## src/include/dft_pkg.sv

```systemverilog
// How it works
// - stable flag needs two in-tolerance samples, live clock
// - off exit with select X1 waits stable
// - self-clocked monitoring starts after stable flag
// - entering off clears the stable flag
// - filter drives oscillator; upper nibble readable
// - filter writable only when select is 00
// - upper write loads full 12-bit filter
// - upper write ignored while latch pending
// - trim spans about +/-25% of nominal period
// - trim bits are binary weighted
// - larger trim value gives longer period
// - mode status encodes 00/01/10/11 modes
package dft_pkg;
	localparam logic [2:0] ADDR_STATUS_TWO   = 3'h0;
	localparam logic [2:0] ADDR_FILTER_UPPER = 3'h1;
	localparam logic [2:0] ADDR_FILTER_LOWER = 3'h2;
	localparam logic [2:0] ADDR_TRIM         = 3'h3;
	localparam logic [2:0] ADDR_CONTROL      = 3'h4;
	localparam logic [2:0] ADDR_MODE_STATUS  = 3'h5;
	localparam int         STABLE_BIT        = 0;
	localparam int         CTRL_SEL_LSB      = 0;
	localparam int         CTRL_OFF_BIT      = 2;
	localparam int         MODE_LSB          = 6;
	localparam logic [1:0] SEL_SELF          = 2'h0;
	localparam logic [1:0] SEL_INT_LOOP      = 2'h1;
	localparam logic [1:0] SEL_EXT_BYPASS    = 2'h2;
	localparam logic [1:0] SEL_EXT_LOOP      = 2'h3;
	localparam logic [11:0] FILTER_RESET     = 12'h000;
	localparam logic [7:0] TRIM_RESET        = 8'h80;
	localparam logic [7:0] CONTROL_RESET     = 8'h04;
	localparam logic [7:0] UNLOCK_TOL        = 8'h04;
	localparam int         LATCH_CYCLES      = 3;
	localparam int         SAMPLE_PERIOD_NS  = 1000;
	localparam int         CLK_PERIOD_NS     = 25;
	localparam int         SAMPLE_CYCLES     = SAMPLE_PERIOD_NS / CLK_PERIOD_NS;
	localparam int         STATIC_LIMIT      = 2;
	typedef enum logic [1:0] {ST_OFF, ST_WAIT, ST_RUN} dft_state_t;
endpackage

```

## src/design/dft_sample_check.sv

```systemverilog
module dft_sample_check
	import dft_pkg::*;
(
	// clock and reset
	input  wire logic       sys_clk_i,
	input  wire logic       resetn_i,
	// control
	input  wire logic       clear_i,
	input  wire logic       sample_i,
	input  wire logic [7:0] count_i,
	input  wire logic       osc_edge_i,
	// result
	output logic            stable_o
);
	logic [7:0] prev_r;
	logic [1:0] good_r;
	logic [1:0] live_r;
	logic [7:0] diff;

	always_comb
	begin
		diff = (count_i > prev_r) ? count_i - prev_r : prev_r - count_i;
	end

	// oscillator seen toggling within recent sample windows
	always_ff @(posedge sys_clk_i or negedge resetn_i)
	begin
		if (!resetn_i)
			live_r <= 2'h0;
		else if (clear_i)
			live_r <= 2'h0;
		else if (osc_edge_i)
			live_r <= 2'(STATIC_LIMIT);
		else if (sample_i && live_r != 2'h0)
			live_r <= live_r - 2'h1;
	end

	always_ff @(posedge sys_clk_i or negedge resetn_i)
	begin
		if (!resetn_i)
		begin
			prev_r <= 8'h00;
			good_r <= 2'h0;
		end
		else if (clear_i)
		begin
			prev_r <= 8'h00;
			good_r <= 2'h0;
		end
		else if (sample_i)
		begin
			prev_r <= count_i;
			if (diff <= UNLOCK_TOL && live_r != 2'h0)
				good_r <= (good_r == 2'h2) ? 2'h2 : good_r + 2'h1;
			else
				good_r <= 2'h0;
		end
	end

	always_ff @(posedge sys_clk_i or negedge resetn_i)
	begin
		if (!resetn_i)
			stable_o <= 1'b0;
		else
			stable_o <= !clear_i && good_r == 2'h2 && live_r != 2'h0;
	end
endmodule

```

## src/design/dft_filter_trim.sv

```systemverilog
module dft_filter_trim
	import dft_pkg::*;
(
	// clock and reset
	input  wire logic        sys_clk_i,
	input  wire logic        resetn_i,
	// register port
	input  wire logic [2:0]  addr_i,
	input  wire logic [7:0]  wdata_i,
	input  wire logic        wr_i,
	input  wire logic        rd_i,
	output logic      [7:0]  rdata_o,
	// oscillator side
	input  wire logic        osc_output_clock_i,
	input  wire logic [7:0]  osc_count_i,
	// generator outputs
	output logic      [11:0] loop_filter_value_o,
	output logic      [7:0]  ref_trim_o,
	output logic      [1:0]  clock_mode_status_field_o,
	output logic             osc_monitor_en_o,
	output logic             osc_off_o
);
	dft_state_t  state_r;
	logic [11:0] filter_r;
	logic [7:0]  lower_stage_r;
	logic [7:0]  trim_r;
	logic [1:0]  sel_r;
	logic        off_r;
	logic [1:0]  mode_r;
	logic [1:0]  latch_cnt_r;
	logic [5:0]  samp_cnt_r;
	logic        sample_tick;
	logic        osc_prev_r;
	logic        stable;
	logic        clear_stable;
	logic        self_sel;
	logic        upper_wr;
	logic        lower_wr;
	logic [7:0]  rd_value;

	assign self_sel     = (sel_r == SEL_SELF);
	assign lower_wr     = wr_i && self_sel && addr_i == ADDR_FILTER_LOWER;
	assign upper_wr     = wr_i && self_sel && addr_i == ADDR_FILTER_UPPER
		&& latch_cnt_r == 2'h0;
	assign clear_stable = (state_r == ST_OFF);
	assign sample_tick  = (samp_cnt_r == 6'(SAMPLE_CYCLES - 1));

	always_ff @(posedge sys_clk_i or negedge resetn_i)
	begin
		if (!resetn_i)
		begin
			samp_cnt_r <= 6'h00;
		end
		else if (sample_tick)
		begin
			samp_cnt_r <= 6'h00;
		end
		else
		begin
			samp_cnt_r <= samp_cnt_r + 6'h01;
		end
	end

	always_ff @(posedge sys_clk_i or negedge resetn_i)
	begin
		if (!resetn_i)
		begin
			osc_prev_r <= 1'b0;
		end
		else
		begin
			osc_prev_r <= osc_output_clock_i;
		end
	end

	dft_sample_check u_check
	(
		.sys_clk_i  (sys_clk_i),
		.resetn_i   (resetn_i),
		.clear_i    (clear_stable),
		.sample_i   (sample_tick),
		.count_i    (osc_count_i),
		.osc_edge_i (osc_prev_r != osc_output_clock_i),
		.stable_o   (stable)
	);

	// control register: clock select and off request
	always_ff @(posedge sys_clk_i or negedge resetn_i)
	begin
		if (!resetn_i)
		begin
			sel_r <= CONTROL_RESET[CTRL_SEL_LSB +: 2];
			off_r <= CONTROL_RESET[CTRL_OFF_BIT];
		end
		else if (wr_i && addr_i == ADDR_CONTROL)
		begin
			sel_r <= wdata_i[CTRL_SEL_LSB +: 2];
			off_r <= wdata_i[CTRL_OFF_BIT];
		end
	end

	// mode sequencer
	always_ff @(posedge sys_clk_i or negedge resetn_i)
	begin
		if (!resetn_i)
		begin
			state_r <= ST_OFF;
		end
		else
		begin
			case (state_r)
				ST_OFF:
				begin
					if (!off_r)
					begin
						state_r <= sel_r[0] ? ST_WAIT : ST_RUN;
					end
				end
				ST_WAIT:
				begin
					if (off_r)
					begin
						state_r <= ST_OFF;
					end
					else if (stable)
					begin
						state_r <= ST_RUN;
					end
				end
				ST_RUN:
				begin
					if (off_r)
					begin
						state_r <= ST_OFF;
					end
				end
				default:
				begin
					state_r <= ST_OFF;
				end
			endcase
		end
	end

	// reported mode follows select once the requested source is usable
	always_ff @(posedge sys_clk_i or negedge resetn_i)
	begin
		if (!resetn_i)
		begin
			mode_r <= SEL_SELF;
		end
		else if (state_r == ST_WAIT && !off_r && stable)
		begin
			mode_r <= sel_r;
		end
		else if (state_r == ST_RUN && !off_r && (!sel_r[0] || stable))
		begin
			mode_r <= sel_r;
		end
	end

	// latch sequence: upper writes refused while this counts down
	always_ff @(posedge sys_clk_i or negedge resetn_i)
	begin
		if (!resetn_i)
		begin
			latch_cnt_r <= 2'h0;
		end
		else if (upper_wr)
		begin
			latch_cnt_r <= 2'(LATCH_CYCLES);
		end
		else if (latch_cnt_r != 2'h0)
		begin
			latch_cnt_r <= latch_cnt_r - 2'h1;
		end
	end

	// lower byte staged until the upper write commits it
	always_ff @(posedge sys_clk_i or negedge resetn_i)
	begin
		if (!resetn_i)
		begin
			lower_stage_r <= FILTER_RESET[7:0];
		end
		else if (lower_wr)
		begin
			lower_stage_r <= wdata_i;
		end
	end

	// upper write commits all twelve bits at once
	always_ff @(posedge sys_clk_i or negedge resetn_i)
	begin
		if (!resetn_i)
		begin
			filter_r <= FILTER_RESET;
		end
		else if (upper_wr)
		begin
			filter_r <= {wdata_i[3:0], lower_stage_r};
		end
	end

	// trim: binary value straight to the period generator
	always_ff @(posedge sys_clk_i or negedge resetn_i)
	begin
		if (!resetn_i)
		begin
			trim_r <= TRIM_RESET;
		end
		else if (wr_i && addr_i == ADDR_TRIM)
		begin
			trim_r <= wdata_i;
		end
	end

	// registered outputs, one flop stage each
	always_ff @(posedge sys_clk_i or negedge resetn_i)
	begin
		if (!resetn_i)
		begin
			loop_filter_value_o <= FILTER_RESET;
		end
		else
		begin
			loop_filter_value_o <= filter_r;
		end
	end

	always_ff @(posedge sys_clk_i or negedge resetn_i)
	begin
		if (!resetn_i)
		begin
			ref_trim_o <= TRIM_RESET;
		end
		else
		begin
			ref_trim_o <= trim_r;
		end
	end

	always_ff @(posedge sys_clk_i or negedge resetn_i)
	begin
		if (!resetn_i)
		begin
			clock_mode_status_field_o <= SEL_SELF;
		end
		else
		begin
			clock_mode_status_field_o <= mode_r;
		end
	end

	always_ff @(posedge sys_clk_i or negedge resetn_i)
	begin
		if (!resetn_i)
		begin
			osc_monitor_en_o <= 1'b0;
		end
		else
		begin
			osc_monitor_en_o <= state_r == ST_RUN && mode_r == SEL_SELF && stable;
		end
	end

	always_ff @(posedge sys_clk_i or negedge resetn_i)
	begin
		if (!resetn_i)
		begin
			osc_off_o <= 1'b1;
		end
		else
		begin
			osc_off_o <= state_r == ST_OFF;
		end
	end

	// read decode
	always_comb
	begin
		rd_value = 8'h00;
		if (addr_i == ADDR_STATUS_TWO)
		begin
			rd_value = {7'h00, stable};
		end
		else if (addr_i == ADDR_FILTER_UPPER)
		begin
			rd_value = {4'h0, filter_r[11:8]};
		end
		else if (addr_i == ADDR_FILTER_LOWER)
		begin
			rd_value = filter_r[7:0];
		end
		else if (addr_i == ADDR_TRIM)
		begin
			rd_value = trim_r;
		end
		else if (addr_i == ADDR_CONTROL)
		begin
			rd_value = {5'h00, off_r, sel_r};
		end
		else if (addr_i == ADDR_MODE_STATUS)
		begin
			rd_value = {mode_r, 6'h00};
		end
	end

	// read port, data one cycle after strobe
	always_ff @(posedge sys_clk_i or negedge resetn_i)
	begin
		if (!resetn_i)
		begin
			rdata_o <= 8'h00;
		end
		else if (rd_i)
		begin
			rdata_o <= rd_value;
		end
		else
		begin
			rdata_o <= 8'h00;
		end
	end
endmodule

```

## config.mk

```make
export PLATFORM = sky130hd
export DESIGN_NAME = dft_filter_trim
export DESIGN_NICKNAME = d
export VERILOG_FILES = /design/src/include/dft_pkg.sv /design/src/design/dft_sample_check.sv /design/src/design/dft_filter_trim.sv
export SDC_FILE = /design/constraint.sdc
export NUM_CORES = 1
export LEC_CHECK = 0
export BUFFER_PORTS_ARGS = -buffer_cell sky130_fd_sc_hd__buf_2
export CAP_MARGIN = 25
export CORE_UTILIZATION = 26
export DETAILED_ROUTE_END_ITERATION = 6
export PLACE_DENSITY = 0.53
export SETUP_SLACK_MARGIN = 0.2
export SYNTH_ARGS = -nofsm -noshare
export SYNTH_HDL_FRONTEND = slang
export SYNTH_SLANG_ARGS = --single-unit
```

## constraint.sdc

```tcl
create_clock -name sys_clk_i -period 2.1 [get_ports sys_clk_i]
set_input_delay 0.105 -clock sys_clk_i [delete_from_list [all_inputs] [get_ports sys_clk_i]]
set_output_delay 0.105 -clock sys_clk_i [all_outputs]
set_load 0.01 [all_outputs]
```

==> results of run 1 <==
==> layer usage <==
layer | GRT usage | up-vias | share of wire
li1 | - | 1379 | -
met1 | 0.1481 | 1387 | 0.46
met2 | 0.2019 | 71 | 0.48
met3 | 0.03350 | 12 | 0.047
met4 | 0.03361 | 0 | 0.014
met5 | 0 | - | 0
==> path summary, 6_finish.rpt <==
path	from	endpoint	depth (start not counted)
worst min register to register	trim_r[7]	ref_trim_o[7]	0
worst min-delay path	wdata_i[6]	lower_stage_r[6]	2
max in group asynchronous	resetn_i	ref_trim_o[7]	3
worst max-delay path	u_check.prev_r[4]	u_check.good_r[1]	8
worst max register to register	u_check.prev_r[4]	u_check.good_r[1]	8
min in group asynchronous	resetn_i	ref_trim_o[1]	2
==> flip-flops by register name, indices dropped and copies added (netlist names), 6 cells and up <==
name                 flops
rdata_o                  8
loop_filter_value_o     12
lower_stage_r            8
ref_trim_o               8
trim_r                   8
u_check.prev_r           8
samp_cnt_r               6
filter_r                12
==> where the power goes <==
group / switching [W] / total [W] / leakage, nW / internal (W)
sequential: 0.000217 / 0.00232 / 1.14 / 0.00210
clock: 0.000613 / 0.00156 / 0.145 / 0.000951
combinational: 0.000478 / 0.000923 / 1.07 / 0.000445
==> cell type report <==
type	instances	area [um2]	area share
Timing Repair Buffer	74	437.9	0.08644
Tap cell	211	264.0	0.05211
Clock buffer	11	242.7	0.04791
Clock inverter	5	56.30	0.01111
Multi-Input combinational cell	233	1735	0.3426
Sequential cell	89	2232	0.4406
Inverter	26	97.59	0.01926
==> through the flow <==
| step | total power, W | setup slack [ns] | hold slack (ns) | cell area (um2) | cells |
|---|---|---|---|---|---|
| floorplan | 0.002852 | 0.1074 | -0.1906 | 4096 | 360 |
| global placement | 0.003244 | 0.02063 | 0.1232 | 4701 | 629 |
| detailed placement | 0.003267 | -0.06345 | 0.1287 | 4701 | 629 |
| CTS | 0.004885 | -0.007774 | 0.01159 | 5064 | 649 |
| global route | 0.005088 | -0.1046 | 0.01996 | 5066 | 649 |
| finish | 0.004805 | -0.003626 | 0.02365 | 5066 | 649 |
==> worst register-to-register path, delay by kind of cell (launching register included) <==
family / cells / cell delay [ns]
compound gates: 6 / 1.04
flops: 1 / 0.40
fa+ha+maj: 1 / 0.35
simple gates: 1 / 0.18
==> synth_stat cells, types with 2 or more instances <==
master and n:
a21o_1 2, a21oi_1 24, a22oi_1 4, and2_1 3, buf_2 8, clkbuf_1 3
dfrtp_1 85, dfstp_2 4, ha_1 20, inv_1 26, mux2_2 38, mux2i_1 6
nand2_1 31, nand2b_1 3, nand3_1 13, nand4_1 3, nor2_1 20, nor2b_1 5
nor3_1 4, nor3b_1 5, o21a_1 2, o21ai_0 12, o21ai_1 2, o21bai_1 2
o22ai_1 2, or3_1 2, xnor2_1 3, xor2_1 8
==> cell families after synthesis <==
family	count (synthesis)	share of synthesized area
buf+inv	38	0.03917
xor+xnor	11	0.02356
simple gates	95	0.1135
compound gates	63	0.09731
flops	89	0.5459
mux	44	0.1193
fa+ha+maj	20	0.06120
==> repair_timing <==
item / CTS / global route
setup endpoints to repair: 2 / 2
hold buffers: 2 / 0
hold endpoints to repair: 39 / 0
pin swaps: 6 / 7
buffers inserted: 2 / 0
gates resized for setup: 5 / 2
==> impl_metrics.py, run 1 <==
metrics = {
    "outcome": {
        "status": "finished with violations",
        "violations": "setup timing",
    },
    "logic_synthesis": {
        "synth-seq-cells": 89,
        "synth_area_per_cell_um2": 11.36,
        "yosysWarnings": 0,
        "synth_area_leaders": "dfrtp_1 52%, mux2_2 10%, ha_1 6.1%",
        "synth.cell_area_um2": 4089,
        "yosysTopAreaCell": "dfrtp_1",
        "synth.top_cell.area_share": 0.5202,
        "synthCells": 360,
        "synth-seq-area-share": 0.5459,
        "synth_edf_count": 0,
        "yosys_most_used_dff": "dfrtp_1",
        "synthArstFlopShare": 1.000,
        "syn_nets": 404,
        "synth_cell_type_count": 48,
    },
    "timing": {
        "timing.slew.headroom": 0.6377,
        "period_share": 1.002,
        "post-route-min-period_ns": 2.104,
        "slew_violations": 0,
        "worst_slack_ns": -0.003626,
        "tightestPinTransition_ns": 0.5434,
        "hold_viol_final": 0,
        "max_freq_ghz": 0.4754,
        "setup_violations": 1,
        "finalSetupTns_ns": -0.003626,
        "rsz0062_at_grt": "true",
        "skew_ns": 0.008663,
    },
    "global_route": {
        "grt-ovfl-total": 0,
        "grt_pass1_wl_mm": 15.24,
        "grt_pass1_vias": 3020,
        "grt_util_all_layers": 0.1193,
        "antenna_found_initial": 0,
        "grt_max_degree": 42,
    },
    "drt": {
        "via_count": 2849,
        "viasPerCell": 4.390,
        "final_antenna_net_count": 0,
        "routed_wl_mm": 9.058,
        "drt_iter0_markers": 71,
        "wl_per_cell_um": 13.96,
        "drc_errors": 0,
        "dr.pass1.iters": 4,
    },
    "setup_path": {
        "slowest_delay_ns": 0.40,
        "path_class": "flip-flop to flip-flop",
        "r2r_setup_slack_ns": -0.004,
        "cpMaxStageDelayCell": "dfrtp_1",
        "endpoint_kind": "flip-flop",
        "cp_max_fo": 6,
        "cp.arrival_ns": 2.31,
        "cp_top_family": "compound AO/OA/AOI/OAI gates",
        "required_ns": 2.31,
        "cp-start-kind": "flip-flop",
        "crit_buf_inv": 0,
        "crit_chain": "ha_2, a21oi_4, o21bai_2, a22o_1, a311o_1, and4_4, a32oi_2, o21ai_1",
    },
    "floorplan": {
        "design.core.area_um2": 15260,
        "die_h_um": 127.4,
        "die-area_um2": 16230,
        "start_util": 0.2680,
        "die_w_um": 127.4,
        "rows": 45,
        "io_pins": 56,
    },
    "clocking": {
        "numCtsBuffers": 9,
        "h-tree-depth": 3,
        "cts.sinks": 89,
        "clk_path_buf_depth": 2,
        "cts_root_buf": "clkbuf_16",
        "clk_pin_slew_ns": 0.06,
        "clock_latency_ns": 0.33,
        "cts_tree": "done",
    },
    "power_and_ir_drop": {
        "max-vdd-ir-drop_v": 0.0004564,
        "leakagePower_nw": 2.363,
        "powerDensity_nw_per_um2": 948.4,
    },
    "cells_and_area": {
        "fillerInstances": 1558,
        "final_cell_mix": "85 x dfrtp_1, 54 x buf_2, 38 x mux2_2, 31 x nand2_1, 26 x inv_1",
        "fin_util": 0.3320,
        "final_common_cell": "dfrtp_1",
        "layout.nets": 477,
        "n_antenna_cell": 0,
        "drive_gt1_frac": 0.3196,
        "syn2layout_area_growth_pct": 23.90,
    },
    "place": {
        "dp_hpwl_mm": 6.436,
        "portBuffers": 55,
        "gp_congestion": 0.9045,
    },
    "job": {
        "drv_cap": 0,
    },
    "hold_path": {
        "min_path_type": "input pin to flip-flop",
    },
}
Note: power is estimated with default switching activity, not from simulation.
==> inputs of run 2 (changes only) <==
--- a/config.mk
+++ b/config.mk
@@ -11,6 +11,7 @@
 export DETAILED_ROUTE_END_ITERATION = 6
 export PLACE_DENSITY = 0.53
 export SETUP_SLACK_MARGIN = 0.2
+export SKIP_CTS_REPAIR_TIMING = 1
 export SYNTH_ARGS = -nofsm -noshare
 export SYNTH_HDL_FRONTEND = slang
 export SYNTH_SLANG_ARGS = --single-unit
==> run 2 against run 1 <==
The run still ends with setup timing left. Register-to-register slack worse by 0.02 ns. Total power barely moved. Utilization fell by 0.11 points. Largest cell class unchanged.
==> impl_metrics.py, run 2 (synthesis gave the netlist of run 1 again) <==
metrics = {
    "cells_and_area": {
        "final_common_cell": "dfrtp_1",
        "drive_gt1_frac": 0.3165,
        "fin_util": 0.3310,
        "design_area_um2": 5050,
        "layout.nets": 475,
        "final_cell_mix": "84 x dfrtp_1, 54 x buf_2, 38 x mux2_2, 31 x nand2_1, 26 x inv_1",
        "reg_top3": "filter_r x12, loop_filter_value_o x12",
        "syn2layout_area_growth_pct": 23.50,
        "n_antenna_cell": 0,
    },
    "setup_path": {
        "path_class": "flip-flop to flip-flop",
        "required_ns": 2.35,
        "rr_worst_depth": 8,
        "cp_max_fo": 5,
        "endpoint_kind": "flip-flop",
        "cp-start-kind": "flip-flop",
        "rr_endpoint": "u_check.good_r[0]",
        "r2r_setup_slack_ns": -0.02,
        "cp.arrival_ns": 2.37,
        "r2r_start": "u_check.prev_r[1]",
    },
    "floorplan": {
        "design.core.area_um2": 15260,
        "die_w_um": 127.4,
        "die-area_um2": 16230,
        "die_h_um": 127.4,
        "rows": 45,
        "io_pins": 56,
        "start_util": 0.2680,
    },
    "timing": {
        "setup_violations": 2,
        "rsz0062_at_grt": "true",
        "worst_slack_ns": -0.01981,
        "hold_slack_ns": 0.02371,
        "post-route-min-period_ns": 2.120,
        "skew_ns": 0.008663,
        "hold_viol_final": 0,
        "slew_violations": 0,
        "tightestPinTransition_ns": 0.5441,
        "finalSetupTns_ns": -0.02261,
        "period_share": 1.009,
        "timing.slew.headroom": 0.6373,
        "max_freq_ghz": 0.4717,
    },
    "drt": {
        "routed_wl_mm": 9.008,
        "viasPerCell": 4.422,
        "via_count": 2861,
        "drt_iter0_markers": 82,
        "drc_errors": 0,
        "wl_per_cell_um": 13.92,
        "dr.pass1.iters": 4,
        "final_antenna_net_count": 0,
    },
    "power_and_ir_drop": {
        "combPwrFrac": 0.192,
        "swShare": 0.2720,
        "p_seq_frac": 0.483,
        "powerDensity_nw_per_um2": 950.6,
        "switchingPower_w": 0.001306,
        "leakagePower_nw": 2.352,
        "pwr-share-clk": 0.326,
        "intPower_w": 0.003495,
        "max-vdd-ir-drop_v": 0.0004565,
    },
    "place": {
        "gp_congestion": 0.9045,
        "dp_hpwl_mm": 6.436,
        "portBuffers": 55,
        "postPlaceCellArea_um2": 4701,
    },
    "global_route": {
        "grt_util_all_layers": 0.1172,
        "grt-ovfl-total": 0,
        "grt_pass1_wl_mm": 14.94,
        "grt_max_degree": 42,
        "grt_pass1_vias": 2980,
        "antenna_found_initial": 0,
    },
    "outcome": {
        "violations": "setup timing",
        "status": "finished with violations",
    },
    "hold_path": {
        "holdPathEnd": "lower_stage_r[6]",
        "hold_path_depth": 2,
        "worstHoldStart": "wdata_i[6]",
        "min_path_type": "input pin to flip-flop",
    },
    "clocking": {
        "clk_pin_slew_ns": 0.06,
        "h-tree-depth": 3,
        "clk_path_buf_depth": 2,
        "cts_root_buf": "clkbuf_16",
        "cts.sinks": 89,
        "cts_tree": "done",
        "numCtsBuffers": 9,
        "clock_latency_ns": 0.33,
    },
    "job": {
        "drv_cap": 0,
    },
}
-- run 2: cell count changes in the layout (fill, tap and decap cells not counted), sizes merged --
cell and change:
buf -2
-- run 2: worst max path at each step --
stage,cells past startpoint,startpoint,endpoint,slack (ns)
6_report,8,u_check.prev_r[1],u_check.good_r[0],-0.02
5_1_grt,8,u_check.prev_r[1],u_check.good_r[0],-0.15
4_1_cts,8,u_check.prev_r[1],u_check.good_r[0],-0.09
3_5_place_dp,8,u_check.prev_r[1],u_check.good_r[0],-0.06
3_3_place_gp,8,u_check.prev_r[4],u_check.good_r[0],0.02
2_1_floorplan,9,u_check.prev_r[4],u_check.good_r[0],0.11
-- run 2: per-stage QoR --
step | total power [W] | std cells | setup WS, ns
2_1_floorplan | 0.002852 | 360 | 0.1074
3_3_place_gp | 0.003244 | 629 | 0.02063
3_5_place_dp | 0.003267 | 629 | -0.06345
4_1_cts | 0.004876 | 645 | -0.09245
5_1_grt | 0.005086 | 647 | -0.1482
6_report | 0.004801 | 647 | -0.01981
-- run 2: power groups by stage --
stage / registers, W / logic (W) / clock network, W
6_report: 0.00232 / 0.000919 / 0.00156
4_1_cts: 0.00232 / 0.000931 / 0.00162
2_1_floorplan: 0.00236 / 0.000494 / 0
3_5_place_dp: 0.00234 / 0.000926 / 0
5_1_grt: 0.00237 / 0.00103 / 0.00169
3_3_place_gp: 0.00234 / 0.000906 / 0
-- run 2: cell type report --
type | instances | area, um2
clock buffer | 11 | 242.7
clock inverter | 5 | 56.30
fill | 1558 | 10210
inverter | 26 | 97.59
multi-input combinational | 233 | 1733
sequential | 89 | 2233
tap | 211 | 264.0
timing repair buffer | 72 | 422.9
-- run 2: metal layers --
| metal | wire [um] | global-route usage | up-vias |
|---|---|---|---|
| met4 | 126 | 0.03361 | 0 |
| met1 | 4127 | 0.1455 | 1407 |
| li1 | - | - | 1376 |
| met2 | 4302 | 0.1977 | 66 |
| met5 | 0 | 0 | - |
| met3 | 451 | 0.03350 | 12 |
-- run 2: worst max-delay path, cell delays in order, from the launching register on --
cell      delay [ns]
dfrtp_2         0.44
ha_4            0.27
nor2b_4         0.13
o211ai_1        0.30
nand3_1         0.14
a31oi_1         0.21
xor2_1          0.22
a32oi_2         0.16
o21ai_1         0.17
==> inputs of run 3 (changes only) <==
--- a/config.mk
+++ b/config.mk
@@ -9,6 +9,7 @@
 export CAP_MARGIN = 25
 export CORE_UTILIZATION = 26
 export DETAILED_ROUTE_END_ITERATION = 6
+export GPL_TIMING_DRIVEN = 0
 export PLACE_DENSITY = 0.53
 export SETUP_SLACK_MARGIN = 0.2
 export SKIP_CTS_REPAIR_TIMING = 1
==> run 3 against run 2 <==
The run still ends with setup timing left. Combinational power is essentially flat. Critical path depth grew 1. Maximum frequency shrank 2.8%. Register-to-register slack lost 0.06 ns. First-iteration DRC count grew 87%. Utilization grew 0.52 points. Clock power grew 14%. Sequential power is essentially flat. Clock skew shrank 0.0027 ns.
==> impl_metrics.py, run 3 (synthesis gave the netlist of run 1 again) <==
metrics = {
    "floorplan": {
        "rows": 45,
        "die-area_um2": 16230,
        "die_w_um": 127.4,
        "design.core.area_um2": 15260,
        "io_pins": 56,
        "start_util": 0.2680,
        "die_h_um": 127.4,
    },
    "setup_path": {
        "path_class": "flip-flop to flip-flop",
        "rr_endpoint": "u_check.good_r[1]",
        "r2r_start": "u_check.prev_r[2]",
        "endpoint_kind": "flip-flop",
        "required_ns": 2.32,
        "r2r_setup_slack_ns": -0.08,
        "cp.arrival_ns": 2.40,
        "rr_worst_depth": 9,
        "cp_max_fo": 10,
        "cp-start-kind": "flip-flop",
    },
    "cells_and_area": {
        "syn2layout_area_growth_pct": 25.43,
        "final_common_cell": "dfrtp_1",
        "drive_gt1_frac": 0.3219,
        "layout.nets": 477,
        "final_cell_mix": "85 x dfrtp_1, 61 x buf_2, 38 x mux2_2, 31 x nand2_1, 26 x inv_1",
        "fillerInstances": 1535,
        "reg_top3": "filter_r x12, loop_filter_value_o x12",
        "regArea_um2": 2232,
        "multi_input_area_um2": 1774,
        "n_antenna_cell": 0,
    },
    "hold_path": {
        "holdPathEnd": "lower_stage_r[6]",
        "worstHoldStart": "wdata_i[6]",
        "hold_path_depth": 2,
        "min_path_type": "input pin to flip-flop",
    },
    "drt": {
        "wl_per_cell_um": 14.00,
        "drt_iter0_markers": 153,
        "wl_met1_mm": 4.196,
        "viasPerCell": 4.402,
        "routed_wl_mm": 9.086,
        "via_count": 2857,
        "final_antenna_net_count": 0,
        "top_layer_used": "met4",
        "dr.pass1.iters": 4,
        "wl_met2_mm": 4.283,
        "drc_errors": 0,
        "met3WireLength_um": 518,
    },
    "power_and_ir_drop": {
        "max-vdd-ir-drop_v": 0.0006243,
        "power_w": 0.005008,
        "powerDensity_nw_per_um2": 976.5,
        "leakagePower_nw": 2.374,
    },
    "clocking": {
        "clock_latency_ns": 0.33,
        "clk_pin_slew_ns": 0.07,
        "cts.sinks": 89,
        "cts_root_buf": "clkbuf_16",
        "numCtsBuffers": 9,
        "cts_tree": "done",
        "h-tree-depth": 3,
        "clk_path_buf_depth": 2,
    },
    "timing": {
        "max_freq_ghz": 0.4586,
        "slew_violations": 0,
        "worst_slack_ns": -0.08063,
        "hold_viol_final": 0,
        "tightestPinTransition_ns": 0.5908,
        "post-route-min-period_ns": 2.181,
        "rsz0062_at_grt": "true",
        "setup_violations": 2,
        "timing.slew.headroom": 0.6050,
        "period_share": 1.038,
        "skew_ns": 0.006004,
        "hold_slack_ns": 0.01634,
    },
    "global_route": {
        "grt_pass1_vias": 2957,
        "grt_max_degree": 48,
        "grt_util_all_layers": 0.1188,
        "antenna_found_initial": 0,
        "grt_pass1_wl_mm": 15.12,
        "grt-ovfl-total": 0,
    },
    "place": {
        "portBuffers": 55,
        "dp_hpwl_mm": 6.624,
        "gp_congestion": 0.7781,
    },
    "job": {
        "drv_cap": 0,
    },
    "outcome": {
        "violations": "setup timing",
        "status": "finished with violations",
    },
}
[run 3: cell types whose count changed in the layout (fill, tap and decap cells not counted), moves of 2 or more]
cell,before,now
buf_2,54,61
inv_6,0,2
buf_4,15,5
clkinv_2,2,0
[run 3: stage by stage]
step,cells,worst slack [ns],setup TNS (ns),utilization,cell area (um2)
finish,649,-0.08063,-0.1127,0.3361,5129
global route,649,-0.1780,-0.3379,0.3361,5129
CTS,643,-0.1332,-0.2625,0.3278,5002
detailed placement,627,-0.1060,-0.2038,0.3058,4666
global placement,626,-0.08209,-0.1605,0.3038,4636
floorplan,360,0.1074,0,-,4096
[run 3: area by class of cell]
type                       instances  area share
buffer                            12     0.01293
clock buffer                      10     0.04660
clock inverter                     6     0.01903
inverter                          26     0.01903
multi-input combinational        233      0.3459
sequential                        89      0.4352
tap                              211     0.05148
timing repair buffer              62     0.06977
[run 3: worst max-delay path, stage by stage (launching register included)]
cell and delay [ns]:
dfrtp_1 0.42, ha_1 0.28, buf_4 0.17, nor2_4 0.13, a21o_1 0.16, nor3b_1 0.07, a311o_1 0.31, and4_4 0.19
a32oi_4 0.21, o21ai_1 0.11
[run 3: worst max path at each step]
stage / slack [ns] / from / endpoint
2_1_floorplan: 0.11 / u_check.prev_r[4] / u_check.good_r[0]
3_3_place_gp: -0.08 / u_check.prev_r[1] / u_check.good_r[1]
3_5_place_dp: -0.11 / u_check.prev_r[5] / u_check.good_r[0]
4_1_cts: -0.13 / u_check.prev_r[5] / u_check.good_r[1]
5_1_grt: -0.18 / u_check.prev_r[1] / u_check.good_r[1]
6_report: -0.08 / u_check.prev_r[2] / u_check.good_r[1]
[run 3: routing by layer]
| layer | vias up | global-route usage |
|---|---|---|
| li1 | 1379 | - |
| met4 | 0 | 0.03571 |
| met3 | 9 | 0.03392 |
| met2 | 58 | 0.1951 |
| met1 | 1411 | 0.1512 |
| met5 | - | 0 |
[run 3: where the power goes]
group          internal [W]  switching [W]
Sequential          0.00210       0.000212
Clock               0.00109       0.000683
Combinational      0.000435       0.000485
Total               0.00363        0.00138
